==> src/inc/cca_params.svh <==
// register offsets, field positions, reset values and timing figures of the calendar clock
`ifndef CCA_PARAMS_SVH
`define CCA_PARAMS_SVH

// ---------------------------------------------------------------
// register offsets
// ---------------------------------------------------------------
`define CCA_OFS_FLAGS     8'h40
`define CCA_OFS_IRQ_EN    8'h41
`define CCA_OFS_CTRL2     8'h43
`define CCA_OFS_SECOND    8'h44
`define CCA_OFS_MINUTE    8'h45
`define CCA_OFS_HOUR      8'h46
`define CCA_OFS_DAY       8'h47
`define CCA_OFS_WEEKDAY   8'h48
`define CCA_OFS_MONTH     8'h49
`define CCA_OFS_YEAR      8'h4a
`define CCA_OFS_ALM_MIN   8'h4b
`define CCA_OFS_ALM_HOUR  8'h4c
`define CCA_OFS_STOPWATCH 8'h4d

// ---------------------------------------------------------------
// flag and enable bit positions (same layout in both registers)
// ---------------------------------------------------------------
`define CCA_BIT_SECOND 0
`define CCA_BIT_MINUTE 1
`define CCA_BIT_HOUR   2
`define CCA_BIT_DAY    3
`define CCA_BIT_ALARM  4
`define CCA_BIT_TB_A   5
`define CCA_BIT_TB_B   6
`define CCA_FLAG_BITS  7

// ---------------------------------------------------------------
// control register 2 fields
// ---------------------------------------------------------------
`define CCA_BIT_MOD_EN 0
`define CCA_BIT_SW_EN  1
`define CCA_BIT_SW_CLR 2

// ---------------------------------------------------------------
// limits and reset values
// ---------------------------------------------------------------
`define CCA_SEC_MAX    8'h3b
`define CCA_MIN_MAX    8'h3b
`define CCA_HOUR_MAX   8'h17
`define CCA_WDAY_MAX   8'h06
`define CCA_MONTH_MAX  8'h0c
`define CCA_YEAR_MIN   8'h01
`define CCA_YEAR_MAX   8'hc7
`define CCA_CENTI_MAX  8'h63
`define CCA_RST_ZERO   8'h00
`define CCA_RST_ONE    8'h01

// ---------------------------------------------------------------
// timing
// ---------------------------------------------------------------
`define CCA_CLOCK_PERIOD_NS 50
`define CCA_CENTI_PERIOD_NS 10000000
`define CCA_CENTI_CYCLES    (`CCA_CENTI_PERIOD_NS / `CCA_CLOCK_PERIOD_NS)
`define CCA_CENTI_PER_TB_B  25
`define CCA_CENTI_PER_TB_A  50

`endif

==> src/inc/cca_pkg.sv <==
// shared types and calendar arithmetic of the calendar clock
`include "cca_params.svh"

package cca_pkg;

  typedef logic [7:0] cca_byte_t;
  typedef logic [`CCA_FLAG_BITS-1:0] cca_flags_t;

  // year is held as an offset from 1900; every fourth year in 1901..2099 is a leap year
  function automatic logic cca_is_leap(input cca_byte_t year);
    return (year[1:0] == 2'b00);
  endfunction

  function automatic cca_byte_t cca_month_days(input cca_byte_t month, input cca_byte_t year);
    case (month)
      8'h02:   return cca_is_leap(year) ? 8'h1d : 8'h1c;
      8'h04,
      8'h06,
      8'h09,
      8'h0b:   return 8'h1e;
      default: return 8'h1f;
    endcase
  endfunction

endpackage

==> src/cca_divider.sv <==
// divider chain: hundredth-second, 4 Hz, 2 Hz and 1 Hz ticks
`include "cca_params.svh"

module cca_divider #(
  parameter int unsigned CENTI_CYCLES = `CCA_CENTI_CYCLES
) (
  input  wire logic clock,     // system clock
  input  wire logic resetn,    // synchronous reset, active low
  input  wire logic run,       // module enable; holds the chain when low
  output logic      tick_centi, // one-cycle pulse every 1/100 s
  output logic      tick_4hz,  // one-cycle pulse at 4 Hz
  output logic      tick_2hz,  // one-cycle pulse at 2 Hz
  output logic      tick_1hz   // one-cycle pulse at 1 Hz
);

  localparam int CW = $clog2(CENTI_CYCLES + 1);

  generate
    if (CENTI_CYCLES < 2) begin : g_check
      $error("cca_divider: CENTI_CYCLES must be at least 2");
    end
  endgenerate

  logic [CW-1:0]         cyc_cnt;
  logic [CW-1:0]         next_cyc_cnt;
  cca_pkg::cca_byte_t    centi_cnt;
  cca_pkg::cca_byte_t    next_centi_cnt;
  logic                  next_tick_centi;
  logic                  next_tick_4hz;
  logic                  next_tick_2hz;
  logic                  next_tick_1hz;
  logic                  wrap;

  always_comb begin
    wrap            = run && (cyc_cnt == CW'(CENTI_CYCLES - 1));
    next_cyc_cnt    = cyc_cnt;
    next_centi_cnt  = centi_cnt;
    next_tick_centi = wrap;
    next_tick_4hz   = 1'b0;
    next_tick_2hz   = 1'b0;
    next_tick_1hz   = 1'b0;
    if (run) begin
      next_cyc_cnt = wrap ? '0 : cyc_cnt + CW'(1);
    end
    if (wrap) begin
      next_centi_cnt = (centi_cnt == `CCA_CENTI_MAX) ? `CCA_RST_ZERO : centi_cnt + 8'h01;
      next_tick_4hz  = ((centi_cnt + 8'h01) % 8'(`CCA_CENTI_PER_TB_B)) == 8'h00;
      next_tick_2hz  = ((centi_cnt + 8'h01) % 8'(`CCA_CENTI_PER_TB_A)) == 8'h00;
      next_tick_1hz  = (centi_cnt == `CCA_CENTI_MAX);
    end
  end

  always_ff @(posedge clock) begin
    if (!resetn) begin
      cyc_cnt    <= '0;
      centi_cnt  <= `CCA_RST_ZERO;
      tick_centi <= 1'b0;
      tick_4hz   <= 1'b0;
      tick_2hz   <= 1'b0;
      tick_1hz   <= 1'b0;
    end else begin
      cyc_cnt    <= next_cyc_cnt;
      centi_cnt  <= next_centi_cnt;
      tick_centi <= next_tick_centi;
      tick_4hz   <= next_tick_4hz;
      tick_2hz   <= next_tick_2hz;
      tick_1hz   <= next_tick_1hz;
    end
  end

endmodule

==> src/cca_calendar.sv <==
// calendar counters: day, weekday, month and year with month-length and leap-year roll-over
`include "cca_params.svh"

module cca_calendar (
  input  wire logic               clock,    // system clock
  input  wire logic               resetn,   // synchronous reset, active low
  input  wire logic               day_step, // one-cycle pulse: advance one day
  input  wire logic               wr_day,   // software write of day
  input  wire logic               wr_wday,  // software write of weekday
  input  wire logic               wr_month, // software write of month
  input  wire logic               wr_year,  // software write of year
  input  wire cca_pkg::cca_byte_t wdata,    // write data
  output cca_pkg::cca_byte_t      day,      // day of month, 1 based
  output cca_pkg::cca_byte_t      wday,     // day of week, 0..6
  output cca_pkg::cca_byte_t      month,    // month, 1..12
  output cca_pkg::cca_byte_t      year      // year minus 1900, 1..199
);

  cca_pkg::cca_byte_t next_day;
  cca_pkg::cca_byte_t next_wday;
  cca_pkg::cca_byte_t next_month;
  cca_pkg::cca_byte_t next_year;

  always_comb begin
    next_day   = day;
    next_wday  = wday;
    next_month = month;
    next_year  = year;
    if (day_step) begin
      next_wday = (wday >= `CCA_WDAY_MAX) ? `CCA_RST_ZERO : wday + 8'h01;
      if (day >= cca_pkg::cca_month_days(month, year)) begin
        next_day = `CCA_RST_ONE;
        if (month >= `CCA_MONTH_MAX) begin
          next_month = `CCA_RST_ONE;
          // 2099 rolls back to 1901, keeping the year inside its range
          next_year  = (year >= `CCA_YEAR_MAX) ? `CCA_YEAR_MIN : year + 8'h01;
        end else begin
          next_month = month + 8'h01;
        end
      end else begin
        next_day = day + 8'h01;
      end
    end
    // a software write wins over the roll-over in the same cycle
    if (wr_day) begin
      next_day = wdata;
    end
    if (wr_wday) begin
      next_wday = wdata;
    end
    if (wr_month) begin
      next_month = wdata;
    end
    if (wr_year) begin
      next_year = wdata;
    end
  end

  always_ff @(posedge clock) begin
    if (!resetn) begin
      day   <= `CCA_RST_ONE;
      wday  <= `CCA_RST_ZERO;
      month <= `CCA_RST_ONE;
      year  <= `CCA_YEAR_MIN;
    end else begin
      day   <= next_day;
      wday  <= next_wday;
      month <= next_month;
      year  <= next_year;
    end
  end

endmodule

==> src/cca_top.sv <==
// calendar clock with alarm, timebase flags and stopwatch, behind a simple register port
//
// Behaviour
// - seconds, minutes, hours set flags, interrupt if enabled
// - day, weekday, month, year; month-aware day roll-over
// - year spans 1901 through 2099
// - day flag on each day step, interrupt if enabled
// - alarm flag on hour and minute match
// - 2 Hz and 4 Hz timebase flags, each enabled
// - stopwatch clear zeroes count, self-clears, reads zero
// - stopwatch clear touches nothing but the count
// - enabled stopwatch counts up each hundredth second
// - disabled stopwatch holds its count
// - module enable gates all counting, keeps contents
// - reset clears stopwatch clear, stopwatch and module enable
//
// Decided for this implementation: strobed register access.
`include "cca_params.svh"

module cca_top #(
  parameter int unsigned CENTI_CYCLES = `CCA_CENTI_CYCLES
) (
  input  wire logic               clock,  // 20 MHz system clock
  input  wire logic               resetn, // synchronous reset, active low
  input  wire cca_pkg::cca_byte_t addr,   // register address
  input  wire cca_pkg::cca_byte_t wdata,  // write data
  input  wire logic               wr,     // write strobe, one cycle
  input  wire logic               rd,     // read strobe, one cycle
  output cca_pkg::cca_byte_t      rdata,  // read data, valid the cycle after rd
  output logic                    irq     // interrupt request, active high level
);

  // ---------------------------------------------------------------
  // elaboration checks
  // ---------------------------------------------------------------
  generate
    // the divider needs two cycles per hundredth to form its tick
    if (CENTI_CYCLES < 2) begin : g_check_centi
      $error("cca_top: CENTI_CYCLES must be at least 2");
    end
    // flags and enables are read back beside a zero top bit
    if (`CCA_FLAG_BITS != 7) begin : g_check_flags
      $error("cca_top: the flag layout must be seven bits wide");
    end
    // the timebase periods, in hundredths, must divide the hundred hundredths of one second evenly
    if ((((`CCA_CENTI_MAX + 1) % `CCA_CENTI_PER_TB_A) != 0) ||
        (((`CCA_CENTI_MAX + 1) % `CCA_CENTI_PER_TB_B) != 0)) begin : g_check_tb
      $error("cca_top: the timebase periods must divide one second");
    end
  endgenerate

  // ---------------------------------------------------------------
  // state
  // ---------------------------------------------------------------
  cca_pkg::cca_flags_t flags;
  cca_pkg::cca_flags_t next_flags;
  cca_pkg::cca_flags_t irq_en;
  cca_pkg::cca_flags_t next_irq_en;
  logic                mod_en;
  logic                next_mod_en;
  logic                sw_en;
  logic                next_sw_en;
  cca_pkg::cca_byte_t  second;
  cca_pkg::cca_byte_t  next_second;
  cca_pkg::cca_byte_t  minute;
  cca_pkg::cca_byte_t  next_minute;
  cca_pkg::cca_byte_t  hour;
  cca_pkg::cca_byte_t  next_hour;
  cca_pkg::cca_byte_t  alm_min;
  cca_pkg::cca_byte_t  next_alm_min;
  cca_pkg::cca_byte_t  alm_hour;
  cca_pkg::cca_byte_t  next_alm_hour;
  cca_pkg::cca_byte_t  stopwatch;
  cca_pkg::cca_byte_t  next_stopwatch;
  logic                alm_match;
  logic                next_alm_match;
  cca_pkg::cca_byte_t  next_rdata;
  logic                next_irq;

  // ---------------------------------------------------------------
  // register port decode
  // ---------------------------------------------------------------
  function automatic logic wr_hit(input cca_pkg::cca_byte_t ofs);
    return wr && (addr == ofs);
  endfunction

  function automatic logic rd_hit(input cca_pkg::cca_byte_t ofs);
    return rd && (addr == ofs);
  endfunction

  // ---------------------------------------------------------------
  // divider chain and calendar
  // ---------------------------------------------------------------
  logic               tick_centi;
  logic               tick_4hz;
  logic               tick_2hz;
  logic               tick_1hz;
  logic               day_step;
  cca_pkg::cca_byte_t day;
  cca_pkg::cca_byte_t wday;
  cca_pkg::cca_byte_t month;
  cca_pkg::cca_byte_t year;

  // the divider holds its phase while the module is off, so time resumes where it stopped
  cca_divider #(
    .CENTI_CYCLES (CENTI_CYCLES)
  ) u_divider (
    .clock      (clock),
    .resetn     (resetn),
    .run        (mod_en),
    .tick_centi (tick_centi),
    .tick_4hz   (tick_4hz),
    .tick_2hz   (tick_2hz),
    .tick_1hz   (tick_1hz)
  );

  cca_calendar u_calendar (
    .clock    (clock),
    .resetn   (resetn),
    .day_step (day_step),
    .wr_day   (wr_hit(`CCA_OFS_DAY)),
    .wr_wday  (wr_hit(`CCA_OFS_WEEKDAY)),
    .wr_month (wr_hit(`CCA_OFS_MONTH)),
    .wr_year  (wr_hit(`CCA_OFS_YEAR)),
    .wdata    (wdata),
    .day      (day),
    .wday     (wday),
    .month    (month),
    .year     (year)
  );

  // ---------------------------------------------------------------
  // time of day, alarm, stopwatch
  // ---------------------------------------------------------------
  cca_pkg::cca_flags_t events;
  logic                step_min;
  logic                step_hour;

  always_comb begin
    next_second    = second;
    next_minute    = minute;
    next_hour      = hour;
    next_stopwatch = stopwatch;
    events         = '0;
    step_min       = 1'b0;
    step_hour      = 1'b0;
    day_step       = 1'b0;

    // a tick in flight can arrive the cycle after the module is cleared, so each is gated with mod_en to freeze everything
    if (tick_1hz && mod_en) begin
      events[`CCA_BIT_SECOND] = 1'b1;
      if (second >= `CCA_SEC_MAX) begin
        next_second = `CCA_RST_ZERO;
        step_min    = 1'b1;
      end else begin
        next_second = second + 8'h01;
      end
    end
    if (step_min) begin
      events[`CCA_BIT_MINUTE] = 1'b1;
      if (minute >= `CCA_MIN_MAX) begin
        next_minute = `CCA_RST_ZERO;
        step_hour   = 1'b1;
      end else begin
        next_minute = minute + 8'h01;
      end
    end
    if (step_hour) begin
      events[`CCA_BIT_HOUR] = 1'b1;
      if (hour >= `CCA_HOUR_MAX) begin
        next_hour = `CCA_RST_ZERO;
        day_step  = 1'b1;
      end else begin
        next_hour = hour + 8'h01;
      end
    end
    events[`CCA_BIT_DAY]  = day_step;
    events[`CCA_BIT_TB_A] = tick_2hz && mod_en;
    events[`CCA_BIT_TB_B] = tick_4hz && mod_en;

    // a software write wins over a roll-over of the same cycle
    if (wr_hit(`CCA_OFS_SECOND)) begin
      next_second = wdata;
    end
    if (wr_hit(`CCA_OFS_MINUTE)) begin
      next_minute = wdata;
    end
    if (wr_hit(`CCA_OFS_HOUR)) begin
      next_hour = wdata;
    end

    // stopwatch runs only with both enables; a clear is taken even while it is held
    if (tick_centi && mod_en && sw_en) begin
      next_stopwatch = (stopwatch >= `CCA_CENTI_MAX) ? `CCA_RST_ZERO : stopwatch + 8'h01;
    end
    if (wr_hit(`CCA_OFS_STOPWATCH)) begin
      next_stopwatch = wdata;
    end
    if (wr_hit(`CCA_OFS_CTRL2) && wdata[`CCA_BIT_SW_CLR]) begin
      next_stopwatch = `CCA_RST_ZERO;
    end

    // alarm fires on entering the match, so it sets once per matching minute
    next_alm_match         = (next_minute == alm_min) && (next_hour == alm_hour);
    events[`CCA_BIT_ALARM] = next_alm_match && !alm_match && mod_en;
  end

  // ---------------------------------------------------------------
  // control, enables and flags
  // ---------------------------------------------------------------
  always_comb begin
    next_mod_en   = mod_en;
    next_sw_en    = sw_en;
    next_irq_en   = irq_en;
    next_alm_min  = alm_min;
    next_alm_hour = alm_hour;
    next_flags    = flags;
    if (wr_hit(`CCA_OFS_CTRL2)) begin
      // the clear bit is a one-shot and is never stored
      next_mod_en = wdata[`CCA_BIT_MOD_EN];
      next_sw_en  = wdata[`CCA_BIT_SW_EN];
    end
    if (wr_hit(`CCA_OFS_IRQ_EN)) begin
      next_irq_en = wdata[`CCA_FLAG_BITS-1:0];
    end
    if (wr_hit(`CCA_OFS_ALM_MIN)) begin
      next_alm_min = wdata;
    end
    if (wr_hit(`CCA_OFS_ALM_HOUR)) begin
      next_alm_hour = wdata;
    end
    // reading the flags clears them; a new event in the same cycle survives
    if (rd_hit(`CCA_OFS_FLAGS)) begin
      next_flags = '0;
    end
    next_flags = next_flags | events;
    // irq follows the flags of the same edge, so a clearing read drops it at once
    next_irq   = |(next_flags & next_irq_en);
  end

  // ---------------------------------------------------------------
  // read mux
  // ---------------------------------------------------------------
  always_comb begin
    next_rdata = `CCA_RST_ZERO;
    if (rd) begin
      case (addr)
        `CCA_OFS_FLAGS:     next_rdata = {1'b0, flags};
        `CCA_OFS_IRQ_EN:    next_rdata = {1'b0, irq_en};
        // the clear bit always reads back as zero
        `CCA_OFS_CTRL2:     next_rdata = {6'h00, sw_en, mod_en};
        `CCA_OFS_SECOND:    next_rdata = second;
        `CCA_OFS_MINUTE:    next_rdata = minute;
        `CCA_OFS_HOUR:      next_rdata = hour;
        `CCA_OFS_DAY:       next_rdata = day;
        `CCA_OFS_WEEKDAY:   next_rdata = wday;
        `CCA_OFS_MONTH:     next_rdata = month;
        `CCA_OFS_YEAR:      next_rdata = year;
        `CCA_OFS_ALM_MIN:   next_rdata = alm_min;
        `CCA_OFS_ALM_HOUR:  next_rdata = alm_hour;
        `CCA_OFS_STOPWATCH: next_rdata = stopwatch;
        default:            next_rdata = `CCA_RST_ZERO;
      endcase
    end
  end

  // ---------------------------------------------------------------
  // registers
  // ---------------------------------------------------------------
  always_ff @(posedge clock) begin
    if (!resetn) begin
      mod_en    <= 1'b0;
      sw_en     <= 1'b0;
      irq_en    <= '0;
      flags     <= '0;
      second    <= `CCA_RST_ZERO;
      minute    <= `CCA_RST_ZERO;
      hour      <= `CCA_RST_ZERO;
      alm_min   <= `CCA_RST_ZERO;
      alm_hour  <= `CCA_RST_ZERO;
      // starting matched keeps the reset time 00:00 from raising the alarm
      alm_match <= 1'b1;
      stopwatch <= `CCA_RST_ZERO;
      rdata     <= `CCA_RST_ZERO;
      irq       <= 1'b0;
    end else begin
      mod_en    <= next_mod_en;
      sw_en     <= next_sw_en;
      irq_en    <= next_irq_en;
      flags     <= next_flags;
      second    <= next_second;
      minute    <= next_minute;
      hour      <= next_hour;
      alm_min   <= next_alm_min;
      alm_hour  <= next_alm_hour;
      alm_match <= next_alm_match;
      stopwatch <= next_stopwatch;
      rdata     <= next_rdata;
      irq       <= next_irq;
    end
  end

endmodule

==> config.mk <==
export PLATFORM = sky130hd
export DESIGN_NAME = cca_top
export DESIGN_NICKNAME = d
export VERILOG_FILES = /design/src/inc/cca_pkg.sv /design/src/cca_divider.sv /design/src/cca_calendar.sv /design/src/cca_top.sv
export VERILOG_INCLUDE_DIRS = /design/src /design/src/inc
export SDC_FILE = /design/constraint.sdc
export NUM_CORES = 1
export LEC_CHECK = 0
export BUFFER_PORTS_ARGS = -buffer_cell sky130_fd_sc_hd__clkbuf_2
export CORE_ASPECT_RATIO = 1.2
export CORE_MARGIN = 8
export CORE_UTILIZATION = 37
export CTS_CLUSTER_SIZE = 20
export DETAILED_ROUTE_END_ITERATION = 6
export GPL_ROUTABILITY_DRIVEN = 0
export PLACE_DENSITY = 0.57
export SLEW_MARGIN = 20
export SYNTH_ARGS = -nofsm -noshare
export SYNTH_HDL_FRONTEND = slang
export SYNTH_SLANG_ARGS = --single-unit
export TNS_END_PERCENT = 30
==> constraint.sdc <==
create_clock -name clock -period 15.55 [get_ports clock]
set_clock_uncertainty 0.15 [all_clocks]
set_input_delay 0.7775 -clock clock [delete_from_list [all_inputs] [get_ports clock]]
set_output_delay 0.7775 -clock clock [all_outputs]
set_load 0.005 [all_outputs]
==> Word level (Yosys, flattened, before mapping) <==
Index checks and enable logic that the tools add are counted.
{ "totals": {"mem_bits_ro": 0, "ram_bits": 0, "ff_bits": 136, "n_memories": 0, "latch_bits": 0, "in_bits": 20, "elab_cells": 155, "output_inout_bits": 9} }
{ "classes": {"muxes": 44, "add_sub_neg": 10, "order_cmp": 8, "eq_ne": 22, "div": 2, "shifts": 0, "n_reduce_logical": 43, "bitwise_logic": 3, "multipliers": 0} }
{ "op_table": {"columns": ["operator", "count"], "rows": [
  ["$mux W8", 29],
  ["$eq A8 B7 Y1 const B", 14],
  ["$pmux W8 S13", 1],
  ["$add A8 B1 Y8 const B", 9],
  ["$logic_and A1 B1 Y1", 23],
  ["$add A18 B1 Y18 const B", 1],
  ["$eq A18 B18 Y1 const B", 1],
  ["$mux W18", 1],
  ["$reduce_bool A2 Y1", 9],
  ["$eq A8 B3 Y1 const B", 2],
  ["$eq A8 B4 Y1 const B", 2],
  ["$eq A8 B8 Y1", 2],
  ["$ge A8 B6 Y1 const B", 2],
  ["$logic_not A8 Y1", 2],
  ["$pmux W8 S2", 1],
  ["$mux W7", 2],
  ["$mux W1", 10],
  ["$eq A8 B2 Y1 const B", 1],
  ["$ge A8 B3 Y1 const B", 1],
  ["$ge A8 B4 Y1 const B", 1],
  ["$ge A8 B5 Y1 const B", 1],
  ["$ge A8 B7 Y1 const B", 1],
  ["$ge A8 B8 Y1", 1],
  ["$ge A8 B8 Y1 const B", 1],
  ["12 further kinds", 14]
]} }

==> Depth between registers and ports, before layout <==
Gate-level depths: netlist (run 1).
{ "logic_depth": {"word_depth": 13, "mapped_depth": 24, "mapped_depth_nobuf": 23} }

==> By module <==
A second synthesis (run 1) with hierarchy kept.
{ "unflattened": {"hier_cells": 1189, "area_unflattened_um2": 9285.2} }
{ "by_module_without_submodules": {"columns": ["module", "instances", "seq_area_each_um2", "area_per_inst_um2", "cells_each"], "rows": [
  ["cca_top", 1, 1481.4, 4814.6, 615],
  ["cca_divider", 1, 600.6, 2585.0, 337],
  ["cca_calendar", 1, 640.6, 1885.6, 237]
]} }

==> Worst setup path after synthesis (run 1) <==
Ideal clock, no wire load.
{ "synth_timing": {"kind": "register -> register", "start": "reg u_divider.centi_cnt[0]", "end": "reg u_divider.tick_4hz", "synth_period_minus_slack_ns": 5.504, "stages_incl_launch_ff": 25, "setup_ns": 0.103, "arrival_ns": 5.251, "setup_slack_ns": 10.046, "required_time_ns": 15.297, "path_cell_list": "dfxtp_1 > ha_1 > buf_2 > nand3_1 > xnor2_2 > ha_1 > and3b_1 > or4_1 > a221oi_2 > mux2i_2 > and3_1 > a21oi_1 > ha_1 > nand2_1 > a21boi_0 > o32ai_1 > o32ai_1 > a31o_1 > nor2_1 > xnor2_1 > ha_1 > a21boi_1 > a211o_1 > nand4b_1 > a2111oi_2"} }
{ "synth_via": {"elab_chain_cells": 3} }
{ "synth_lines": {"columns": ["element", "line", "source"], "rows": [
  ["start, declared", "cca_divider.sv:26", "cca_pkg::cca_byte_t centi_cnt;"],
  ["start signal, assigned", "cca_divider.sv:56", "centi_cnt <= `CCA_RST_ZERO;"],
  ["start signal, assigned", "cca_divider.sv:63", "centi_cnt <= next_centi_cnt;"],
  ["$add A8 B1 Y8", "cca_divider.sv:47", "next_tick_4hz = ((centi_cnt + 8'h01) % 8'(`CCA_CENTI_PER_TB_B)) == 8'h00;"],
  ["$mod A8 B5 Y8", "cca_divider.sv:47", null],
  ["$logic_not A8 Y1", "cca_divider.sv:47", null],
  ["end signal, assigned", "cca_divider.sv:65", "tick_4hz <= next_tick_4hz;"],
  ["end, declared", "cca_divider.sv:11", "output logic tick_4hz,"]
]} }
Every way passes these cells.
A chain may end at the register's enable or synchronous reset.

==> Worst setup path in the final report (run 1) <==
Ends and elaborated chain as after synthesis.

==> results of run 1 <==
[flip-flops by register name (all words and copies together) (netlist names), 7 cells and up]
name                 count
u_divider.cyc_cnt       18
alm_hour                 8
alm_min                  8
hour                     8
minute                   8
rdata                    8
second                   8
stopwatch                8
u_calendar.day           8
u_calendar.month         8
u_calendar.wday          8
u_calendar.year          8
u_divider.centi_cnt      8
flags                    7
irq_en                   7
[layout by cell type, fill, tap and decap left out, types with 11 or more instances in the layout]
cell type and count:
nor3_1 38, o211ai_1 15, o21ai_0 52, and2_1 26, ha_1 26, dfxtp_1 136, nand2_1 130, a22oi_1 14
buf_4 14, a31oi_1 17, a221oi_1 28, clkbuf_16 17, nand4_1 11, clkbuf_2 28, a21oi_1 89, xnor2_1 26
and3_1 12, nand3_1 78, nor2_1 118, xor2_1 21, inv_1 25, a22o_1 19
[cell families after synthesis]
family                   synth area share, %
adder cells (fa/ha/maj)                 3.88
AO/OA/AOI/OAI                           25.8
flip-flops                              32.5
AND/OR/NAND/NOR                         27.0
XOR/XNOR                                5.30
buffers and inverters                   3.88
multiplexers                            1.64
[layer usage]
layer / vias to the layer above / wire length, microns / part of all wire [%]
met5: - / 0 / 0
met4: 0 / 940 / 3.4
met3: 60 / 1690 / 6.2
met2: 280 / 13200 / 48
met1: 3929 / 11400 / 42
li1: 4050 / - / -
[how the worst min path moves through the flow]
stage                     from    endpoint  slack [ns]  depth (start not counted)
finish              alm_min[5]  alm_min[5]        0.33                          2
global route        alm_min[5]  alm_min[5]        0.35                          2
CTS                 alm_min[5]  alm_min[5]        0.34                          2
detailed placement  alm_min[5]  alm_min[5]        0.33                          2
global placement    alm_min[5]  alm_min[5]        0.32                          2
floorplan                sw_en       sw_en        0.30                          2
[layout make-up]
cell class | instances | area (sq um)
clock inverters | 13 | 179
clock buffers | 18 | 439
flip-flops and latches | 136 | 2720
fillers | 2282 | 12900
inverters | 27 | 101
multi-input cells | 878 | 5330
well taps | 279 | 349
repair buffers | 42 | 245
[power groups by stage]
stage          sequential, W  combinational, W  clock (W)
4_1_cts             0.000353         0.0000277   0.000434
3_3_place_gp        0.000361         0.0000273          0
5_1_grt             0.000353         0.0000298   0.000450
3_5_place_dp        0.000361         0.0000275          0
2_1_floorplan       0.000360         0.0000159          0
6_report            0.000353         0.0000280   0.000428
[stage by stage]
step           total power (W)  worst slack [ns]  hold slack, ns  cell area, sq um
2_1_floorplan         0.000376             10.05           0.300              8380
3_3_place_gp          0.000388              9.07           0.323              8750
3_5_place_dp          0.000388              9.01           0.329              8750
4_1_cts               0.000815              8.92           0.335              9370
5_1_grt               0.000833              8.26           0.350              9370
6_report              0.000809              8.87           0.334              9370
[tightest hold or removal path, cell delays in order, from the launching register on]
cell     delay, ns
dfxtp_1       0.32
nand2_1       0.06
a21oi_1       0.05
==> impl_metrics.csv, run 1 <==
group,metric,value,unit
run_status,status,"complete, but fails checks",
run_status,violations,"design-rule violations",
critical_path,cp_cell_sequence,"ha_1, nand3_1, xnor2_2, ha_1, and3b_1, or4_1, a221oi_2, mux2i_2, and3_1, a21oi_1, ha_1, a21oi_1, o21ai_0, o32ai_1, o32ai_1, a31o_1, nor2_1, xnor2_1, ha_1, a21boi_1, a211o_1, nand4b_1, a2111oi_2",
final_layout,diodes,0,
critical_path,crit_family,"compound AO/OA/AOI/OAI gates",
critical_path,worst_setup_path_start_kind,"flip-flop",
routing,drc,10,
critical_path,crit_top_cell,"ha_1",
routing,wl_per_cell,19.6,microns
sta,period_needed,6.68,ns
clocking,clk_latency,0.42,ns
critical_path,cp_slowest_stage_delay,0.68,ns
sta,drv_slew,0,
power_and_ir_drop,seqPwrFrac,43.7,%
routing,viasPerCell,5.97,
critical_path,crit_type,"reg -> reg",
routing,drtIter0Drc,639,
placed_design,dpl.hpwl,19.3,mm
global_route,grt-ovfl-total,0,
critical_path,rr_startpoint,"u_divider.centi_cnt[0]",
power_and_ir_drop,internal-power,0.000627,W
sta,fin_tns_setup,0,ns
die,die_h,181,microns
clocking,clock_path_buffers,2,
placed_design,io_buffers,28,
power_and_ir_drop,netSwitchingFraction,22.4,%
clocking,post-cts-setup-buffer-count,0,
power_and_ir_drop,leakagePower,3.31,nW
clocking,cts_buffers,17,
routing,routed-via-count,8319,
global_route,use_met1,23.2,%
synth,netlist-cell-type-count,78,
sta,setup_viol,0,
global_route,grt.met3_usage,4.44,%
sta,hold_violations,0,
sta,max_freq,150,MHz
clocking,cts.sinks,136,
synth,yosysTopAreaCell,"dfxtp_1",
synth,ys_seq_elements,136,
synth,syn_inst,1097,
synth,synth.most_common_cell,"dfxtp_1",
run,maxCapViolCount,0,
clocking,holdBufCountCts,0,
synth,synth_common_cells,"dfxtp_1 (136), nand2_1 (130), nor2_1 (118), a21oi_1 (89), nand3_1 (78)",
synth,syn-num-nets,1143,
global_route,grt_util_met2,33.4,%
synth,yosys.area.top_type_share,32.5,%
critical_path,r2r_cells,23,
power_and_ir_drop,p_per_area,86.3,nW/um^2
hold_path,hold_class,"reg -> reg",
final_layout,syn_to_final_growth,11.9,%
global_route,grt_pass1_wl,43.7,mm
clocking,cts_max_level,4,
power_and_ir_drop,p_switching,0.000181,W
power_and_ir_drop,ir_worst_vdd,78.6,uV
critical_path,worstReg2RegEnd,"u_divider.tick_4hz",
synth,seq_area_frac_synth,32.5,%
synth,synth_edf_count,0,
global_route,grt_util_all_layers,19.5,%
die,std_cell_rows,60,
critical_path,critPathBufInv,0,
global_route,antenna_found_initial,0,
sta,worst_pin_slew,1.10,ns
clocking,cts-root-buf,"clkbuf_16",
final_layout,finish.net_count,1148,
global_route,grt_max_degree,80,
synth,synthArstFlopShare,0,%
synth,ys_warn_count,0,
critical_path,critPathArrivalTime,6.85,ns
routing,routed_wl,27.3,mm
clocking,cts-resized-gates,0,
sta,fin_crit_sh,43.0,%
power_and_ir_drop,clkPwrFrac,52.9,%
critical_path,crit_fanout,17,
final_layout,finalCoreUtilization,42.0,%
final_layout,stdcell_count,1393,
critical_path,reg2reg_slack,8.87,ns
critical_path,worstSetupPathDepth,23,
die,num_io_pins,29,
die,fp.dieW,153,microns
clocking,clk_pin_slew,0.06,ns
die,die_area,27700,sq um
critical_path,endpoint,"u_divider.tick_4hz",
placed_design,dp_cells,1362,
synth,synthTopCellsByArea,"dfxtp_1 (33%), nand2_1 (5.8%), a21oi_1 (5.3%)",
critical_path,crit_required,15.72,ns
sta,relSlewSlack,25.9,%
routing,ant_nets,0,
power_and_ir_drop,p_comb_share,3.5,%
critical_path,worst_path_max_delay_cell,"dfxtp_1",
final_layout,drive_gt1_share,8.80,%
synth,syn_area,8380,sq um
clocking,cts_tree,"done",
die,initial_core_util,37.6,%
sta,rsz0062_at_grt,"false",
synth,post_synth.cell_area_avg,7.63,sq um
synth,synthFlopType,"dfxtp_1",
die,core_region_area,22300,sq um
critical_path,cp-end-kind,"flip-flop",
routing,dr.pass1.iters,7,
critical_path,critPathLaunch,"u_divider.centi_cnt[0]",
global_route,grt.busiest_layer,"met2",
global_route,grt_pass1_vias,7891,
Power figures use the tool's default switching activity.
==> run 2, diff against run 1 <==
Settings changed: ABC_AREA set to 1.
Clock period 15.55 ns to 6.79 ns, I/O delays scaled along.
==> run 2 against run 1 <==
Effect of this change: the run now ends clean; non-clock buffer count down 12; global-route usage shrank 0.38 points; total power rose by 120%; worst setup slack lost 6.1 ns; critical path type unchanged; highest routed layer unchanged; wire length fell by 6.4%; count of clock-buffer cells in the layout is 4 higher; first-iteration DRC count decreased by 14%.
==> impl_metrics.csv, run 2 <==
group,metric,value,unit
routing,wl_met2,12.3,mm
routing,drc,0,
sta,max_freq,247,MHz
critical_path,worstReg2RegEnd,"u_divider.tick_4hz",
synth,synthTopCellsByArea,"dfxtp_1 (34%), nand2_1 (11%), inv_1 (8.9%)",
final_layout,seq_area,2720,sq um
power_and_ir_drop,p_per_area,194,nW/um^2
synth,synthFlopType,"dfxtp_1",
global_route,grt-ovfl-total,0,
routing,wl_per_cell,16.7,microns
run,maxCapViolCount,0,
placed_design,place_ws,2.78,ns
critical_path,worst_path_max_delay_cell,"dfxtp_1",
die,core_region_area,21600,sq um
critical_path,critPathArrivalTime,4.25,ns
routing,routed_wl,25.5,mm
sta,fin_crit_sh,59.5,%
synth,seq_area_frac_synth,33.6,%
final_layout,final_common_cell,"nand2_1",
final_layout,finish.instance_area,9080,sq um
power_and_ir_drop,leakagePower,3.64,nW
routing,viasPerCell,5.32,
critical_path,cp-end-kind,"flip-flop",
critical_path,crit_required,7.00,ns
placed_design,dpl.hpwl,19.3,mm
routing,routed-via-count,8146,
final_layout,largest-register,"u_divider.cyc_cnt",
hold_path,whs_path_depth,3,
critical_path,r2r_cells,28,
synth,ys_seq_elements,136,
critical_path,worst_setup_path_start_kind,"flip-flop",
critical_path,crit_top_cell,"nand2_2",
die,die_h,178,microns
final_layout,drive_gt1_share,8.35,%
sta,hold_violations,0,
sta,worst_slack,2.75,ns
critical_path,rr_startpoint,"u_divider.centi_cnt[0]",
synth,syn_area,8110,sq um
clocking,holdBufCountCts,0,
routing,dr.pass1.iters,5,
placed_design,dp_cells,1500,
critical_path,crit_fanout,8,
routing,wl_met3,1.39,mm
global_route,grt_pass1_wl,40.2,mm
run_status,status,"complete, no violations",
placed_design,placed_area,8510,sq um
final_layout,stdcell_count,1531,
die,die_area,26900,sq um
final_layout,diodes,0,
sta,drv_slew,0,
clocking,cts_buffers,17,
die,std_cell_rows,59,
synth,synth.most_common_cell,"nand2_1",
synth,synth_common_cells,"nand2_1 (228), inv_1 (193), nor2_1 (149), dfxtp_1 (136), a21oi_1 (90)",
routing,dr.max_layer_used,"met4",
final_layout,syn_to_final_growth,11.9,%
die,num_io_pins,29,
clocking,cts_tree,"done",
sta,worst_pin_slew,0.857,ns
global_route,grt_max_degree,75,
synth,synthArstFlopShare,0,%
sta,relSlewSlack,42.9,%
clocking,post-cts-setup-buffer-count,0,
critical_path,cp_slowest_stage_delay,0.48,ns
final_layout,multi_input_area,4560,sq um
sta,fin_tns_setup,0,ns
synth,synth_edf_count,0,
final_layout,layout_common_cells,"nand2_1 (228), inv_1 (192), nor2_1 (149)",
clocking,cts-resized-gates,0,
global_route,antenna_found_initial,0,
routing,wl_met1,10.9,mm
die,fp.dieW,151,microns
synth,syn_inst,1220,
routing,ant_nets,0,
critical_path,crit_type,"reg -> reg",
placed_design,io_buffers,28,
final_layout,finalCoreUtilization,42.0,%
clocking,cts.sinks,136,
clocking,cts_max_level,4,
hold_path,hold_end,"u_calendar.wday[4]",
sta,period_needed,4.04,ns
die,initial_core_util,37.5,%
synth,post_synth.cell_area_avg,6.65,sq um
synth,ys_warn_count,0,
sta,setup_viol,0,
synth,yosys.area.top_type_share,33.6,%
power_and_ir_drop,ir_worst_vdd,174,uV
clocking,cts-root-buf,"clkbuf_16",
routing,drtIter0Drc,549,
clocking,clk_pin_slew,0.06,ns
final_layout,finish.net_count,1290,
clocking,clk_latency,0.43,ns
critical_path,reg2reg_slack,2.75,ns
hold_path,hold_class,"in -> reg",
final_layout,nFillCells,2326,
final_layout,largest_reg_flops,18,
synth,netlist-cell-type-count,53,
global_route,grt_util_all_layers,19.2,%
synth,yosysTopAreaCell,"dfxtp_1",
clocking,clock_path_buffers,2,
sta,rsz0062_at_grt,"false",
hold_path,hold_start,"wdata[4]",
global_route,grt_pass1_vias,7586,
synth,syn-num-nets,1265,
==> run 2: changes by cell type after synthesis, moves of 26 or more <==
| cell | change |
|---|---|
| o22ai_1 | +30 |
| clkbuf_1 | -29 |
| inv_1 | +168 |
| and2_1 | -26 |
| nor2_1 | +31 |
| nand2_1 | +98 |
==> run 2: worst max-delay path by stage <==
stage                           start                  to  slack, ns
3_3_place_gp   u_divider.centi_cnt[0]  u_divider.tick_4hz       2.86
5_1_grt        u_divider.centi_cnt[0]  u_divider.tick_4hz       2.32
2_1_floorplan  u_divider.centi_cnt[0]  u_divider.tick_4hz       3.16
4_1_cts        u_divider.centi_cnt[0]  u_divider.tick_4hz       2.75
3_5_place_dp   u_divider.centi_cnt[0]  u_divider.tick_4hz       2.78
6_report       u_divider.centi_cnt[0]  u_divider.tick_4hz       2.75
==> run 2: cell type report <==
type | instances | area share, %
clock buffer | 22 | 5.11
inverter | 196 | 8.11
clock inverter | 9 | 1.10
timing repair buffer | 30 | 1.71
tap | 274 | 3.78
sequential | 136 | 30.0
multi-input combinational | 864 | 50.2
==> run 2: per-layer routing <==
layer / GRT usage (%) / vias to the layer above
met5: 0 / -
met4: 8.67 / 0
met3: 3.48 / 58
li1: - / 4102
met2: 32.6 / 228
met1: 23.0 / 3758
==> run 2: per-stage QoR <==
stage               total power (W)  hold WS, ns
floorplan                  0.000844        0.290
global route                0.00182        0.136
global placement           0.000873        0.300
CTS                         0.00177        0.109
finish                      0.00176        0.136
detailed placement         0.000873        0.306
==> run 2: where the power goes <==
group	internal [W]	total, W	switching [W]
Combinational	0.00000995	0.0000561	0.0000461
Sequential	0.000799	0.000800	0.000000709
Clock	0.000554	0.000902	0.000348
Total	0.00136	0.00176	0.000395
==> run 2: logic make-up after synthesis <==
logic type / share of synthesized area, %
AOI/OAI and AO/OA: 19.3
DFF: 33.6
and+or+nand+nor: 29.8
buffers and inverters: 10.3
adders and majority gates: 3.86
xor gates and xnor gates: 3.22
==> run 2: critical path, delay by kind of cell (launching register included) <==
kind                       cells  cell delay, ns
and+or+nand+nor               22            2.27
adders and majority gates      4            0.92
DFF                            1            0.48
buffers and inverters          2            0.16
==> run 3, diff against run 2 <==
Settings changed: PLACE_DENSITY 0.57 to 0.59.
Clock period 6.79 ns to 3.64 ns, I/O delays scaled along.
==> run 3 against run 2 <==
Effect of this change: the flow now finishes with violations (design-rule violations); wire length increased by 1.4%; global-route usage up 0.25 points; sequential power grew 86%; clock power is 96% higher; die area did not move; worst setup slack lost 2.5 ns; via count up 2.1%; final area increased by 5.1%; maximum frequency is 18% higher; final cell count rose by 2.6%; total power is 92% higher; count of clock-buffer cells in the layout down 4; critical path type unchanged; largest cell class unchanged.
==> impl_metrics.csv, run 3 (synthesis results as in run 2) <==
group,metric,value,unit
critical_path,crit_top_cell,"nand2_2",
final_layout,syn_to_final_growth,17.6,%
critical_path,worst_path_max_delay_cell,"dfxtp_2",
sta,worst_pin_slew,0.842,ns
hold_path,hold_end,"rdata[7]",
critical_path,reg2reg_slack,0.22,ns
placed_design,place_ws,0.0115,ns
sta,setup_viol,0,
die,die_area,26900,sq um
final_layout,nFillCells,2270,
hold_path,hold_class,"in -> reg",
final_layout,diodes,0,
routing,routed_wl,25.9,mm
global_route,grt-ovfl-total,0,
die,num_io_pins,29,
routing,viasPerCell,5.29,
critical_path,crit_required,3.86,ns
sta,max_freq,293,MHz
global_route,grt_pass1_wl,40.8,mm
clocking,clk_pin_slew,0.06,ns
final_layout,final_common_cell,"nand2_1",
hold_path,whs_path_depth,5,
sta,relSlewSlack,43.8,%
hold_path,hold_start,"rd",
critical_path,r2r_cells,29,
die,initial_core_util,37.5,%
sta,worst_slack,0.224,ns
run_status,violations,"design-rule violations",
routing,drtIter0Drc,569,
final_layout,layout_common_cells,"nand2_1 (223), inv_1 (190), nor2_1 (147)",
critical_path,critPathArrivalTime,3.63,ns
critical_path,cp-end-kind,"flip-flop",
run_status,status,"complete, but fails checks",
clocking,clock_path_buffers,2,
placed_design,io_buffers,28,
routing,drc,1,
routing,routed-via-count,8317,
die,fp.dieW,151,microns
critical_path,crit_type,"reg -> reg",
critical_path,crit_family,"simple AND/OR/NAND/NOR gates",
critical_path,worstReg2RegEnd,"u_divider.tick_4hz",
die,die_h,178,microns
die,core_region_area,21600,sq um
sta,period_needed,3.42,ns
placed_design,dpl.hpwl,19.3,mm
sta,fin_tns_setup,0,ns
global_route,grt_max_degree,75,
critical_path,worst_setup_path_start_kind,"flip-flop",
final_layout,largest-register,"u_divider.cyc_cnt",
power_and_ir_drop,leakagePower,3.89,nW
global_route,grt_pass1_vias,7878,
sta,fin_crit_sh,93.8,%
sta,drv_slew,0,
critical_path,crit_fanout,5,
routing,ant_nets,0,
final_layout,drive_gt1_share,12.8,%
run,maxCapViolCount,0,
critical_path,cp_slowest_stage_delay,0.34,ns
critical_path,rr_startpoint,"u_divider.centi_cnt[0]",
power_and_ir_drop,ir_worst_vdd,322,uV
clocking,clk_latency,0.43,ns
clocking,cts.sinks,136,
final_layout,largest_reg_flops,18,
routing,dr.pass1.iters,7,
final_layout,finish.net_count,1329,
routing,wl_per_cell,16.5,microns
global_route,grt_util_all_layers,19.4,%
global_route,antenna_found_initial,0,
die,std_cell_rows,59,
clocking,cts-root-buf,"clkbuf_16",
clocking,cts_tree,"done",
power_and_ir_drop,p_per_area,353,nW/um^2
sta,hold_violations,0,
clocking,cts_max_level,4,
critical_path,critPathBufInv,3,
sta,rsz0062_at_grt,"true",
clocking,cts_buffers,17,
-- run 3: cell types whose count changed in the layout (fill, tap and decap cells not counted), sizes merged --
| cell | previous run | this run |
|---|---|---|
| buf | 2 | 39 |
| bufinv | 2 | 3 |
| clkbuf | 50 | 46 |
| clkinv | 6 | 9 |
| clkinvlp | 2 | 3 |
| dlygate4sd3 | 0 | 2 |
-- run 3: worst max path at each step --
stage                                start                  to  depth (start not counted)
finish              u_divider.centi_cnt[0]  u_divider.tick_4hz                         29
global route        u_divider.centi_cnt[0]  u_divider.tick_4hz                         29
CTS                 u_divider.centi_cnt[0]  u_divider.tick_4hz                         29
detailed placement  u_divider.centi_cnt[0]  u_divider.tick_4hz                         29
global placement    u_divider.centi_cnt[0]  u_divider.tick_4hz                         29
floorplan           u_divider.centi_cnt[0]  u_divider.tick_4hz                         28
-- run 3: through the flow --
step	power (W)	instances	cell area, sq um	hold WS [ns]	util [%]
after floorplan	0.00157	1220	8110	0.180	-
after global placement	0.00163	1532	8750	0.300	40.5
after detailed placement	0.00163	1532	8750	0.311	40.5
after CTS	0.00339	1567	9380	0.0214	43.4
after global routing	0.00347	1571	9540	0.0391	44.1
final	0.00337	1571	9540	0.0436	44.1
-- run 3: final cells by class --
type | instances | area (sq um) | share of cell area [%]
well taps | 274 | 343 | 3.59
multi-input cells | 864 | 4670 | 49.0
clock buffers | 18 | 439 | 4.60
repair buffers | 69 | 460 | 4.83
inverters | 196 | 741 | 7.77
clock inverters | 14 | 156 | 1.64
flip-flops and latches | 136 | 2730 | 28.6
-- run 3: metal layers --
metal  part of all wire (%)  vias to the layer above  wire length [microns]  global-route usage, %
met2                     48                      249                  12500                   33.1
met5                      0                        -                      0                      0
met4                    3.6                        0                    921                   9.17
met1                     42                     3821                  10800                   22.8
li1                       -                     4192                      -                      -
met3                    6.3                       55                   1640                   4.01
-- run 3: worst min-delay path, stage by stage --
cell,delay [ns]
clkbuf_2,0.13
nand2_1,0.08
nor3_1,0.06
nand2_1,0.08
inv_1,0.04
-- run 3: what timing repair did --
item | CTS | global route
setup buffers | 1 | 4
setup endpoints to repair | 1 | 5
endpoints found under the hold margin | 5 | 0
hold buffers | 2 | 0
resized for setup | 2 | 33
pin swaps | 3 | 13
-- run 3: power by group --
group	switching (W)	leakage (nW)	internal [W]
clock network	0.000682	0.291	0.00109
logic	0.0000872	2.50	0.0000234
registers	0.00000123	1.10	0.00149
total	0.000771	3.89	0.00260
